[src/apq_params.svh]
// Constants for the asynchronous packet confirmation queue block.
// Assumes inclusion by the package, the design file, the monitor and the bench.
// Contract
// [RULE_01] After each sent packet build a confirmation, queue it, no register
// [RULE_02] Exactly one confirmation per packet written to a transmit queue
// [RULE_03] Codes: 0 no ack, 1 broadcast or complete, 2 ack pending
// [RULE_04] Code 4 when retry limit exceeded on non-broadcast packet
// [RULE_05] Code D data error, E type error; other codes never produced
// [RULE_06] Response queue still sends while a request awaits its response
// [RULE_07] Receiver and queues reset on power-on and every bus reset; bus reset here clears only the receive queues, transmit queues kept
// [RULE_08] Software receiver reset bit self-clears only when receiver idle
// [RULE_09] Flag rising with enable set asserts active-low interrupt
// [RULE_10] Write one acknowledges; interrupt releases unless others pending
// [RULE_11] Flags read latched status cleared by write one, not raw condition
// [RULE_12] Driver reads queued packets ahead of a confirmation first
// [RULE_13] Optional memory status: four bits per queue plus idle bits; memory status here holds only the four bits per queue
// [RULE_14] Reading receive queue returns and removes oldest quadlet
// [RULE_15] Two write locations per transmit queue; last one completes packet
// [RULE_16] Confirmations written after final outcome, in order of outcome
`ifndef APQ_PARAMS_SVH
`define APQ_PARAMS_SVH

// =========================================================
// Register byte offsets
`define APQ_CTRL_OFS 12'h000
`define APQ_IRQ_STATUS_OFS 12'h004
`define APQ_IRQ_MASK_OFS 12'h008
`define APQ_MEM_STATUS_OFS 12'h00C
`define APQ_REQ_TX_OFS 12'h010
`define APQ_REQ_TX_LAST_OFS 12'h014
`define APQ_RSP_TX_OFS 12'h018
`define APQ_RSP_TX_LAST_OFS 12'h01C
`define APQ_REQ_RX_OFS 12'h020
`define APQ_RSP_RX_OFS 12'h024

// =========================================================
// Field positions
`define APQ_CTRL_RX_RESET_BIT 0
`define APQ_IRQ_REQ_FULL_BIT 0
`define APQ_IRQ_RSP_FULL_BIT 1
`define APQ_IRQ_REQ_IDLE_BIT 2
`define APQ_IRQ_RSP_IDLE_BIT 3
`define APQ_IRQ_WIDTH 4

// =========================================================
// Confirmation codes
`define APQ_CONF_NO_ACK 4'h0
`define APQ_CONF_COMPLETE 4'h1
`define APQ_CONF_PENDING 4'h2
`define APQ_CONF_RETRY 4'h4
`define APQ_CONF_DATA_ERR 4'hD
`define APQ_CONF_TYPE_ERR 4'hE

// =========================================================
// Queue geometry and reset values
`define APQ_QADDR_W 4
`define APQ_QDEPTH 16
`define APQ_CTRL_RESET 32'h00000000
`define APQ_MASK_RESET 4'h0

`endif

[src/apq_pkg.sv]
// Types for the asynchronous packet confirmation queue block.
// Assumes apq_params.svh is on the include path.
`include "apq_params.svh"
package apq_pkg;
  // Outcome reported by the link transmitter
  typedef enum logic [2:0] {
    OUT_NO_ACK = 3'h0,
    OUT_COMPLETE = 3'h1,
    OUT_PENDING = 3'h2,
    OUT_RETRY = 3'h3,
    OUT_DATA_ERR = 3'h4,
    OUT_TYPE_ERR = 3'h5
  } outcome_t;

  // Transmit side state
  typedef enum logic [2:0] {
    TX_IDLE = 3'b001,
    TX_SEND = 3'b010,
    TX_CONF = 3'b100
  } tx_state_t;
endpackage : apq_pkg

[src/async_packet_confirm_queue.sv]
// Async packet queues: transmit queues, receive queues with confirmations,
// receiver reset and interrupt flags behind an APB slave.
// Assumes a link transmitter and receiver on the same clock.
`timescale 1ns/10ps
`include "apq_params.svh"
module async_packet_confirm_queue (
  input wire logic clk,
  input wire logic resetn,
  input wire logic bus_reset,
  input wire logic psel,
  input wire logic penable,
  input wire logic pwrite,
  input wire logic [11:0] paddr,
  input wire logic [31:0] pwdata,
  output logic [31:0] prdata,
  output logic pready,
  output logic pslverr,
  output logic tx_valid,
  output logic tx_is_rsp,
  output logic [31:0] tx_data,
  output logic tx_last,
  input wire logic tx_ready,
  input wire logic tx_done,
  input wire apq_pkg::outcome_t tx_outcome,
  input wire logic rx_valid,
  input wire logic rx_is_rsp,
  input wire logic [31:0] rx_data,
  input wire logic rx_busy,
  output logic rx_in_reset,
  output logic irq_n
);
  import apq_pkg::*;

  localparam int D = `APQ_QDEPTH;
  localparam int AW = `APQ_QADDR_W;

  // =========================================================
  // State
  typedef struct packed {
    logic [31:0] prdata;
    logic rx_reset;
    logic [`APQ_IRQ_WIDTH-1:0] status;
    logic [`APQ_IRQ_WIDTH-1:0] mask;
    logic [`APQ_IRQ_WIDTH-1:0] prev_cond;
    logic [1:0][AW:0] tx_wp;
    logic [1:0][AW:0] tx_rp;
    logic [1:0][AW:0] tx_pk;
    logic [1:0][AW:0] rx_wp;
    logic [1:0][AW:0] rx_rp;
    tx_state_t txs;
    logic cur_q;
    logic req_wait;
    logic [31:0] tx_data;
    logic ack;
  } state_t;

  state_t s;
  state_t next_s;
  logic [31:0] txmem [2][D];
  logic [32:0] tx_ctl_last [2][D];
  logic [31:0] rxmem [2][D];

  // Queue occupancy
  function automatic logic [AW:0] used(input logic [AW:0] w,
                                       input logic [AW:0] r);
    used = w - r;
  endfunction : used

  // [RULE_03] [RULE_04] Outcome to confirmation code
  function automatic logic [3:0] conf_code(input outcome_t o);
    case (o)
      OUT_NO_ACK: conf_code = `APQ_CONF_NO_ACK;
      OUT_COMPLETE: conf_code = `APQ_CONF_COMPLETE;
      OUT_PENDING: conf_code = `APQ_CONF_PENDING;
      OUT_RETRY: conf_code = `APQ_CONF_RETRY;
      OUT_DATA_ERR: conf_code = `APQ_CONF_DATA_ERR;
      OUT_TYPE_ERR: conf_code = `APQ_CONF_TYPE_ERR;
      default: conf_code = `APQ_CONF_DATA_ERR;
    endcase
  endfunction : conf_code

  logic acc;
  logic ld;
  logic wr;
  logic rd;
  logic [1:0] txw;
  logic [1:0] txw_last;
  logic [1:0] rxr;
  logic [1:0] rx_full;
  logic [1:0] rx_empty;
  logic [1:0] tx_full;
  logic [1:0] pkt_ready;
  logic [`APQ_IRQ_WIDTH-1:0] cond;
  logic rx_clear;
  logic conf_wr;
  logic rx_wr;
  logic rx_q;
  logic [31:0] rx_wdata;
  logic [15:0] mem_status;
  logic sel_q;

  // Bus decode; one wait state so read data stands at the ready edge
  assign acc = psel && penable && s.ack;
  assign ld = psel && penable && !pwrite && !s.ack;
  assign wr = acc && pwrite;
  assign rd = acc && !pwrite;
  assign pready = s.ack;
  always_comb begin
    pslverr = 1'b0;
    case (paddr)
      `APQ_CTRL_OFS, `APQ_IRQ_STATUS_OFS, `APQ_IRQ_MASK_OFS,
      `APQ_MEM_STATUS_OFS, `APQ_REQ_RX_OFS, `APQ_RSP_RX_OFS,
      `APQ_REQ_TX_OFS, `APQ_REQ_TX_LAST_OFS, `APQ_RSP_TX_OFS,
      `APQ_RSP_TX_LAST_OFS: pslverr = 1'b0;
      default: pslverr = acc;
    endcase
  end

  // Queue status and access strobes
  always_comb begin
    for (int q = 0; q < 2; q++) begin
      tx_full[q] = used(s.tx_wp[q], s.tx_rp[q]) == (AW+1)'(D);
      rx_full[q] = used(s.rx_wp[q], s.rx_rp[q]) == (AW+1)'(D);
      rx_empty[q] = s.rx_wp[q] == s.rx_rp[q];
      pkt_ready[q] = s.tx_pk[q] != s.tx_rp[q];
    end
    txw[0] = wr && !tx_full[0] && (paddr == `APQ_REQ_TX_OFS
                                   || paddr == `APQ_REQ_TX_LAST_OFS);
    txw[1] = wr && !tx_full[1] && (paddr == `APQ_RSP_TX_OFS
                                   || paddr == `APQ_RSP_TX_LAST_OFS);
    txw_last[0] = paddr == `APQ_REQ_TX_LAST_OFS;
    txw_last[1] = paddr == `APQ_RSP_TX_LAST_OFS;
    rxr[0] = rd && paddr == `APQ_REQ_RX_OFS && !rx_empty[0];
    rxr[1] = rd && paddr == `APQ_RSP_RX_OFS && !rx_empty[1];
  end

  // [RULE_13] Memory status bits
  always_comb begin
    for (int q = 0; q < 2; q++) begin
      mem_status[q*4+0] = used(s.rx_wp[q], s.rx_rp[q]) == (AW+1)'(D);
      mem_status[q*4+1] = used(s.rx_wp[q], s.rx_rp[q]) >= (AW+1)'(D - 1);
      mem_status[q*4+2] = used(s.rx_wp[q], s.rx_rp[q]) <= (AW+1)'(D - 5);
      mem_status[q*4+3] = rx_empty[q];
      mem_status[8+q*4+0] = tx_full[q];
      mem_status[8+q*4+1] = used(s.tx_wp[q], s.tx_rp[q])
                            >= (AW+1)'(D - 1);
      mem_status[8+q*4+2] = used(s.tx_wp[q], s.tx_rp[q])
                            <= (AW+1)'(D - 5);
      mem_status[8+q*4+3] = s.tx_wp[q] == s.tx_rp[q];
    end
  end

  // [RULE_01] Confirmation takes queue write port over received data
  assign conf_wr = s.txs == TX_CONF && tx_done;
  assign rx_q = conf_wr ? s.cur_q : rx_is_rsp;
  assign rx_wr = (conf_wr || (rx_valid && !s.rx_reset))
                 && !rx_full[rx_q];
  // [RULE_05] Only defined codes in the low nibble
  assign rx_wdata = conf_wr ? {28'h0000000, conf_code(tx_outcome)}
                            : rx_data;

  // [RULE_07] Receiver cleared on power-on, bus reset or control bit
  assign rx_clear = bus_reset || s.rx_reset;

  // Raw full and idle conditions
  assign cond = {s.txs == TX_IDLE && !pkt_ready[1],
                 s.txs == TX_IDLE && !pkt_ready[0],
                 rx_full[1], rx_full[0]};

  assign sel_q = pkt_ready[1] ? 1'b1 : 1'b0;

  // Next state
  always_comb begin
    next_s = s;
    next_s.prdata = s.prdata;
    next_s.prev_cond = cond;
    next_s.ack = psel && penable && !s.ack;
    // Register reads, loaded in the wait state
    if (ld) begin
      case (paddr)
        `APQ_CTRL_OFS: next_s.prdata = {31'h0, s.rx_reset};
        // [RULE_11] Latched status returned
        `APQ_IRQ_STATUS_OFS: next_s.prdata = {28'h0, s.status};
        `APQ_IRQ_MASK_OFS: next_s.prdata = {28'h0, s.mask};
        `APQ_MEM_STATUS_OFS: next_s.prdata = {16'h0, mem_status};
        // [RULE_14] Read pops oldest quadlet
        `APQ_REQ_RX_OFS: next_s.prdata = rxmem[0][s.rx_rp[0][AW-1:0]];
        `APQ_RSP_RX_OFS: next_s.prdata = rxmem[1][s.rx_rp[1][AW-1:0]];
        default: next_s.prdata = 32'h00000000;
      endcase
    end
    // [RULE_09] Rising condition latches status; set beats clear
    // [RULE_10] Write one acknowledges
    next_s.status = s.status;
    if (wr && paddr == `APQ_IRQ_STATUS_OFS)
      next_s.status = s.status & ~pwdata[`APQ_IRQ_WIDTH-1:0];
    next_s.status = next_s.status | (cond & ~s.prev_cond);
    if (wr && paddr == `APQ_IRQ_MASK_OFS)
      next_s.mask = pwdata[`APQ_IRQ_WIDTH-1:0];
    // [RULE_08] Self-clearing receiver reset, held while receiver busy
    if (wr && paddr == `APQ_CTRL_OFS && pwdata[`APQ_CTRL_RX_RESET_BIT])
      next_s.rx_reset = 1'b1;
    else if (s.rx_reset && !rx_busy)
      next_s.rx_reset = 1'b0;
    // [RULE_15] Transmit writes; last location marks packet complete
    for (int q = 0; q < 2; q++) begin
      if (txw[q]) begin
        next_s.tx_wp[q] = s.tx_wp[q] + 1'b1;
        if (txw_last[q])
          next_s.tx_pk[q] = s.tx_wp[q] + 1'b1;
      end
      if (rxr[q])
        next_s.rx_rp[q] = s.rx_rp[q] + 1'b1;
    end
    // Receive queue write
    if (rx_wr)
      next_s.rx_wp[rx_q] = s.rx_wp[rx_q] + 1'b1;
    // Transmit sequencer
    case (s.txs)
      TX_IDLE: begin
        // [RULE_06] Responses go even while a request waits
        if (pkt_ready[1] || (pkt_ready[0] && !s.req_wait)) begin
          next_s.cur_q = sel_q;
          next_s.txs = TX_SEND;
        end
      end
      TX_SEND: begin
        if (tx_ready) begin
          next_s.tx_rp[s.cur_q] = s.tx_rp[s.cur_q] + 1'b1;
          if (tx_ctl_last[s.cur_q][s.tx_rp[s.cur_q][AW-1:0]][32])
            next_s.txs = TX_CONF;
        end
      end
      TX_CONF: begin
        // [RULE_16] Wait for final outcome; [RULE_02] one per packet
        if (tx_done && !rx_full[s.cur_q]) begin
          next_s.txs = TX_IDLE;
          if (!s.cur_q)
            next_s.req_wait = tx_outcome == OUT_PENDING;
        end
      end
      default: next_s.txs = TX_IDLE;
    endcase
    if (rx_valid && rx_is_rsp && !s.rx_reset)
      next_s.req_wait = 1'b0;
    if (rx_clear) begin
      for (int q = 0; q < 2; q++) begin
        next_s.rx_wp[q] = '0;
        next_s.rx_rp[q] = '0;
      end
    end
  end

  // Registered state
  always_ff @(posedge clk) begin
    if (!resetn) begin
      s <= '0;
      s.txs <= TX_IDLE;
      s.mask <= `APQ_MASK_RESET;
      s.rx_reset <= 1'b1;
    end else begin
      s <= next_s;
    end
  end

  // Queue memories
  always_ff @(posedge clk) begin
    for (int q = 0; q < 2; q++) begin
      if (txw[q]) begin
        txmem[q][s.tx_wp[q][AW-1:0]] <= pwdata;
        tx_ctl_last[q][s.tx_wp[q][AW-1:0]] <= {txw_last[q], pwdata};
      end
    end
    if (rx_wr)
      rxmem[rx_q][s.rx_wp[rx_q][AW-1:0]] <= rx_wdata;
  end

  // Outputs
  assign prdata = s.prdata;
  assign tx_valid = s.txs == TX_SEND;
  assign tx_is_rsp = s.cur_q;
  assign tx_data = txmem[s.cur_q][s.tx_rp[s.cur_q][AW-1:0]];
  assign tx_last = tx_ctl_last[s.cur_q][s.tx_rp[s.cur_q][AW-1:0]][32];
  assign rx_in_reset = s.rx_reset;
  // [RULE_10] Low while any unmasked flag pends
  assign irq_n = ~|(s.status & s.mask);
endmodule : async_packet_confirm_queue

[config.mk]
export PLATFORM = sky130hd
export DESIGN_NAME = async_packet_confirm_queue
export DESIGN_NICKNAME = d
export VERILOG_FILES = /design/src/apq_pkg.sv /design/src/async_packet_confirm_queue.sv
export VERILOG_INCLUDE_DIRS = /design/src
export SDC_FILE = /design/constraint.sdc
export NUM_CORES = 2
export LEC_CHECK = 0
export BUFFER_PORTS_ARGS = -buffer_cell sky130_fd_sc_hd__buf_2
export CAP_MARGIN = 5
export CORE_MARGIN = 2
export CORE_UTILIZATION = 55
export DETAILED_ROUTE_END_ITERATION = 8
export PLACE_DENSITY = 0.72
export SYNTH_ARGS = -nofsm -noshare
export SYNTH_HDL_FRONTEND = slang
export SYNTH_SLANG_ARGS = --single-unit
[constraint.sdc]
create_clock -name clk -period 6.6 [get_ports clk]
set_input_delay 0.66 -clock clk [delete_from_list [all_inputs] [get_ports clk]]
set_output_delay 0.66 -clock clk [all_outputs]
set_load 0.02 [all_outputs]
=== Yosys cells after proc, flatten, opt, wreduce, memory -nomap -nowiden ===
Memories as Yosys holds them, arrays and structs flattened. A register that Yosys moved wholly into a read port is not among the register bits.
Index checks and enable logic that the tools add are counted.

* Flip-flop bits (word level): 101
* Bits in writable memories: 3,104
* Word-level logic and storage cells: 231
* Memories kept: 3

* Add/subtract/negate cells: 10
* $lt $le $gt $ge: 21
* Equality and inequality tests: 30
* Muxes and demuxes: 66
* Bitwise operators: 14
* Reductions and logical operators: 68

{| class="wikitable"
|+ Memory list
! name !! words !! width !! rd ports !! clocked after Yosys merged registers in !! write ports !! RTL line !! RTL
|-
| tx_ctl_last || 2 || 528 || 1 || 1 || 1 || async_packet_confirm_queue.sv:60 || <nowiki>logic [32:0] tx_ctl_last [2][D];</nowiki>
|-
| rxmem || 2 || 512 || 2 || 0 || 1 || async_packet_confirm_queue.sv:61 || <nowiki>logic [31:0] rxmem [2][D];</nowiki>
|-
| txmem || 2 || 512 || 1 || 1 || 1 || async_packet_confirm_queue.sv:59 || <nowiki>logic [31:0] txmem [2][D];</nowiki>
|}

{| class="wikitable"
|+ Operators with widths
! operator !! count
|-
| $mux 512 || 5
|-
| $mux 528 || 4
|-
| $reduce_or 528->1 || 1
|-
| $reduce_or 512->1 || 1
|-
| $bmux 32 s4 || 3
|-
| $demux 32 s4 || 3
|-
| $mux 32 || 10
|-
| $demux 33 s4 || 2
|-
| $pmux 32 s6 || 1
|-
| $bmux 33 s4 || 1
|-
| $mux 33 || 4
|-
| $eq 12x5->1 const B || 4
|-
| $logic_and 1x1->1 || 34
|-
| $add 5x1->5 const B || 6
|-
| $ge 5x5->1 const B || 6
|-
| $mux 5 || 6
|-
| $not 4->5 || 6
|-
| $eq 12x4->1 const B || 2
|-
| $eq 12x6->1 const B || 2
|-
| $bwmux 10 || 2
|-
| $eq 5x5->1 || 4
|-
| $eq 5x5->1 const B || 4
|-
| $ge 5x4->1 const B || 4
|-
| $le 5x4->1 const B || 4
|-
| other kinds (30) || 90
|}

=== Logic depth before layout (Yosys ltp) ===
* Depth in word-level cells: 11
* Gate-level depth with buffers: 13
* Mapped depth without buffers: 10

=== Worst setup path before layout ===
OpenSTA, ideal clock, no wires.

* Path kind: reg2reg
* Start point: register s[40] (netlist name)
* End point: memory rxmem[0][0] (netlist name), enable pin
* Arrival time: 5.830 ns
* Slack: 0.262 ns
* Cell stages (with the launch flop): 12
* Path buffers: 4
* Clock period less this slack: 6.338 ns
* Path through: dfxtp_1 > buf_2 > buf_1 > clkbuf_1 > inv_2 > buf_1 > ha_1 > a21o_1 > a21oi_1 > xor2_1 > o2111a_1 > nor4_1

* Longest elaborated chain between the ends: 8

{| class="wikitable"
|+ RTL lines
! what !! RTL line !! RTL
|-
| start, declared || async_packet_confirm_queue.sv:57 || <nowiki>state_t s;</nowiki>
|-
| start signal, assigned || async_packet_confirm_queue.sv:262 || <nowiki>s <= next_s;</nowiki>
|-
| $sub 5x5->5 || async_packet_confirm_queue.sv:66 || <nowiki>used = w - r;</nowiki>
|-
| $eq 5x5->1 || async_packet_confirm_queue.sv:123 || <nowiki>rx_full[q] = used(s.rx_wp[q], s.rx_rp[q]) == (AW+1)'(D);</nowiki>
|-
| $mux 1 (implied by the code) (2 in series) || async_packet_confirm_queue.sv:157 || <nowiki>&& !rx_full[rx_q];</nowiki>
|-
| $logic_not 1->1 || async_packet_confirm_queue.sv:157 ||
|-
| $logic_and 1x1->1 || async_packet_confirm_queue.sv:157 ||
|-
| $mux 1 || async_packet_confirm_queue.sv:274 || <nowiki>if (rx_wr)</nowiki>
|-
| $mux 512 (implied by the code) || async_packet_confirm_queue.sv:275 || <nowiki>rxmem[rx_q][s.rx_wp[rx_q][AW-1:0]] <= rx_wdata;</nowiki>
|-
| end, declared || async_packet_confirm_queue.sv:61 ||
|}

No other way between the ends. The select of a mux whose other input is x is not followed.

=== Final worst setup path ===
* Start point: register s, in the netlist tx_is_rsp
* End point: output port tx_data[26]

* Longest elaborated chain between the ends: 6

{| class="wikitable"
|+ RTL lines
! what !! RTL line !! RTL
|-
| $mux 5 (implied by the code) (2 in series) || async_packet_confirm_queue.sv:282 || <nowiki>assign tx_data = txmem[s.cur_q][s.tx_rp[s.cur_q][AW-1:0]];</nowiki>
|-
| $not 4->5 (implied by the code) || async_packet_confirm_queue.sv:282 ||
|-
| $bmux 32 s4 || async_packet_confirm_queue.sv:282 ||
|-
| $mux 32 (implied by the code) (2 in series) || async_packet_confirm_queue.sv:282 ||
|-
| end, declared || async_packet_confirm_queue.sv:20 || <nowiki>output logic [31:0] tx_data,</nowiki>
|}

No other way between the ends. The select of a mux whose other input is x is not followed.

==> flow_metrics.tcl <==
set metrics [dict create \
    rrSetupSlack_ns 1.69 \
    detailed_place.area_sq_um 89500 \
    synth_area_sq_um 85900 \
    fin_tns_setup_ns 0 \
    yosys.cell_types.count 75 \
    hold_viol_final 0 \
    dp.final_hpwl_microns 130000 \
    cp_slowest_stage_delay_ns 0.99 \
    grt_pass1_vias 44500 \
    dr.pass1.iters 5 \
    grt_pass1_wl_microns 314000 \
    fp.dieH_microns 399 \
    endpoint_kind "output pin" \
    drt-total-wl_microns 218000 \
    cts_buffers 209 \
    cts_tree "built" \
    h-tree-depth 4 \
    synth_nets 4642 \
    path_max_fanout 97 \
    min_path_type "input port to flip-flop" \
    overflow 0 \
    total_power_mw 27.0 \
    insertion_delay_ns 0.82 \
    core_area_sq_um 156000 \
    setup_viol 0 \
    routed-via-count 45000 \
    yosysSeqAreaShare 0.751 \
    drt.antenna.violating_nets 0 \
    synthFlopType "edfxtp_1" \
    ff2ff_path_depth 10 \
    hold_buffers 0 \
    post_synth.cell_area_avg_sq_um 19.0 \
    layout_common_cells "edfxtp_1 (2080), nand2_1 (554), mux4_2 (525)" \
    area_delta_synth_final_pct 11.8 \
    timing.critical_path.buf_inv 2 \
    ys_warn_count 0 \
    finalWeightedCongestion 0.873 \
    p_per_area_nw_per_um2 281 \
    die_w_microns 399 \
    syn_inst 4517 \
    crit_required_ns 5.94 \
    p_leak_nw 30.0 \
    final_util 0.617 \
    crit_arrival_ns 4.89 \
    crit_path_frequent_cell "nand2_1" \
    clock_path_buffers 3 \
    cp-start-kind "flip-flop" \
    async_reset_ff_frac 0 \
    worst_slew_pin_slew_ns 1.29 \
    outcome "complete, no violations" \
    root_buffer "clkbuf_16" \
    io_buffers 160 \
    min_to "pready" \
    slew_violations 0 \
    whs_path_depth 3 \
    critical_path_class "flip-flop to output pin" \
    vdd_drop_max_v 0.000260 \
    wl_per_cell_microns 31.4 \
    rsz0062_at_grt "false" \
    period_share 0.841 \
    cts_num_sinks 2182 \
    final_layout_size_suffix_gt1_frac 0.248 \
    io_pins 161 \
    hp-start "penable" \
    start_util 0.552 \
    timing.rr.end "rxmem[0][93]" \
    r2r_start "s[40]" \
    cp_top_family "multiplexers" \
    path_clk_slew_ns 0.06 \
    final_area_sq_um 96000 \
    relSlewSlack 0.134 \
    fin_worst_skew_ns 0.0240 \
    fmax_ghz 0.180 \
    fillers 10600 \
    cp_slowest_cell "o21ai_0" \
    viasPerCell 6.47 \
    route.detailed.drc 0 \
    die_area_sq_um 159000 \
    cts_resized 0 \
    rows 145 \
    synth_seq_cells 2182 \
    grt_max_degree 98 \
    final_nets 4842 \
    final_common_cell "edfxtp_1" \
    drv_cap 0 \
    crit_chain "mux2i_4, inv_8, mux4_2, nand2_1, nand3_1, nand2_1, o21ai_0, buf_2" \
    synth_edf_count 2080 \
    cts_setup_buffers 0 \
    track_usage 0.276 \
    antenna_found_initial 7 \
    min_period_ns 5.55 \
    drtIter0Drc 6025 \
]
-- per-layer routing --
layer / track usage / wire length (microns)
met1: 0.379 / 81300
met2: 0.442 / 106000
met3: 0.0573 / 21800
met4: 0.104 / 8730
met5: 0 / 13
-- worst max-delay path by stage --
| stage | startpoint | to | slack [ns] | cells past startpoint |
|---|---|---|---|---|
| after global placement | paddr[1] | tx_ctl_last[0][305] | 1.76 | 8 |
| after global routing | tx_is_rsp | tx_data[26] | 0.90 | 8 |
| after floorplan | s[40] | rxmem[0][0] | 0.26 | 11 |
| after CTS | tx_is_rsp | tx_data[26] | 1.09 | 9 |
| final | tx_is_rsp | tx_data[26] | 1.05 | 8 |
| after detailed placement | paddr[1] | tx_ctl_last[0][305] | 1.56 | 8 |
-- cell families (layout without fill, tap and decap cells) --
| group | count (synthesis) | count (layout) | synth area share |
|---|---|---|---|
| xor+xnor | 42 | 42 | 0.00428 |
| flops | 2182 | 2182 | 0.751 |
| fa+ha+maj | 35 | 35 | 0.00545 |
| compound gates | 256 | 256 | 0.0205 |
| other cells | 0 | 2 | 0 |
| mux | 562 | 562 | 0.142 |
| buf+inv | 319 | 695 | 0.0164 |
| simple gates | 1121 | 1121 | 0.0600 |
-- final cells by class --
cell class	instances	area, sq um	area share
well taps	2058	2570	0.0268
diodes	2	5.00	0.0000521
flip-flops and latches	2182	64500	0.672
multi-input cells	2016	20500	0.214
repair buffers	274	1730	0.0180
inverters	34	136	0.00142
clock inverters	105	916	0.00954
clock buffers	282	5590	0.0583
-- synth_stat cells, types with 13 or more instances --
cell type,count,area (sq um)
a21oi_1,36,180
dfxtp_1,102,2040
nand2_1,554,2080
nor3_1,24,120
nor2_1,94,353
ha_1,31,388
a211oi_1,22,165
xor2_1,16,140
mux2i_1,32,320
nand2b_1,15,93.8
nor4_1,22,138
inv_1,27,101
o21ai_0,56,280
xnor2_1,26,228
o31ai_1,13,97.6
edfxtp_1,2080,62500
buf_2,70,350
nand4_1,18,113
buf_1,42,158
and3_1,53,332
mux4_2,525,11800
nand3_1,240,1200
clkbuf_1,139,522
a31oi_1,34,213
buf_4,34,255
a32oi_1,20,175
nor2b_1,52,325
-- sequential cells by signal, indices dropped and copies added (netlist names), named ones only --
signal / count
tx_ctl_last: 1056
rxmem: 1024
s: 66
prdata: 32
pready: 1
rx_in_reset: 1
tx_is_rsp: 1
-- where the power goes --
part | total (mW) | switching (mW) | internal, mW
combinational | 0.406 | 0.336 | 0.0699
sequential | 15.2 | 0.0112 | 15.2
clock | 11.4 | 5.11 | 6.32
-- stage by stage --
| stage | cells | hold WS, ns | worst slack (ns) |
|---|---|---|---|
| after floorplan | 4517 | 0.426 | 0.262 |
| final | 6953 | 0.161 | 1.05 |
| after global placement | 6564 | 0.439 | 1.76 |
| after detailed placement | 6564 | 0.444 | 1.56 |
| after global routing | 6952 | 0.158 | 0.895 |
| after CTS | 6951 | 0.112 | 1.09 |
-- tightest hold or removal path: stages --
cell and delay (ns):
buf_2 0.13, nand2_1 0.09, nor3_1 0.05
Note: power is estimated with default switching activity, not from simulation.
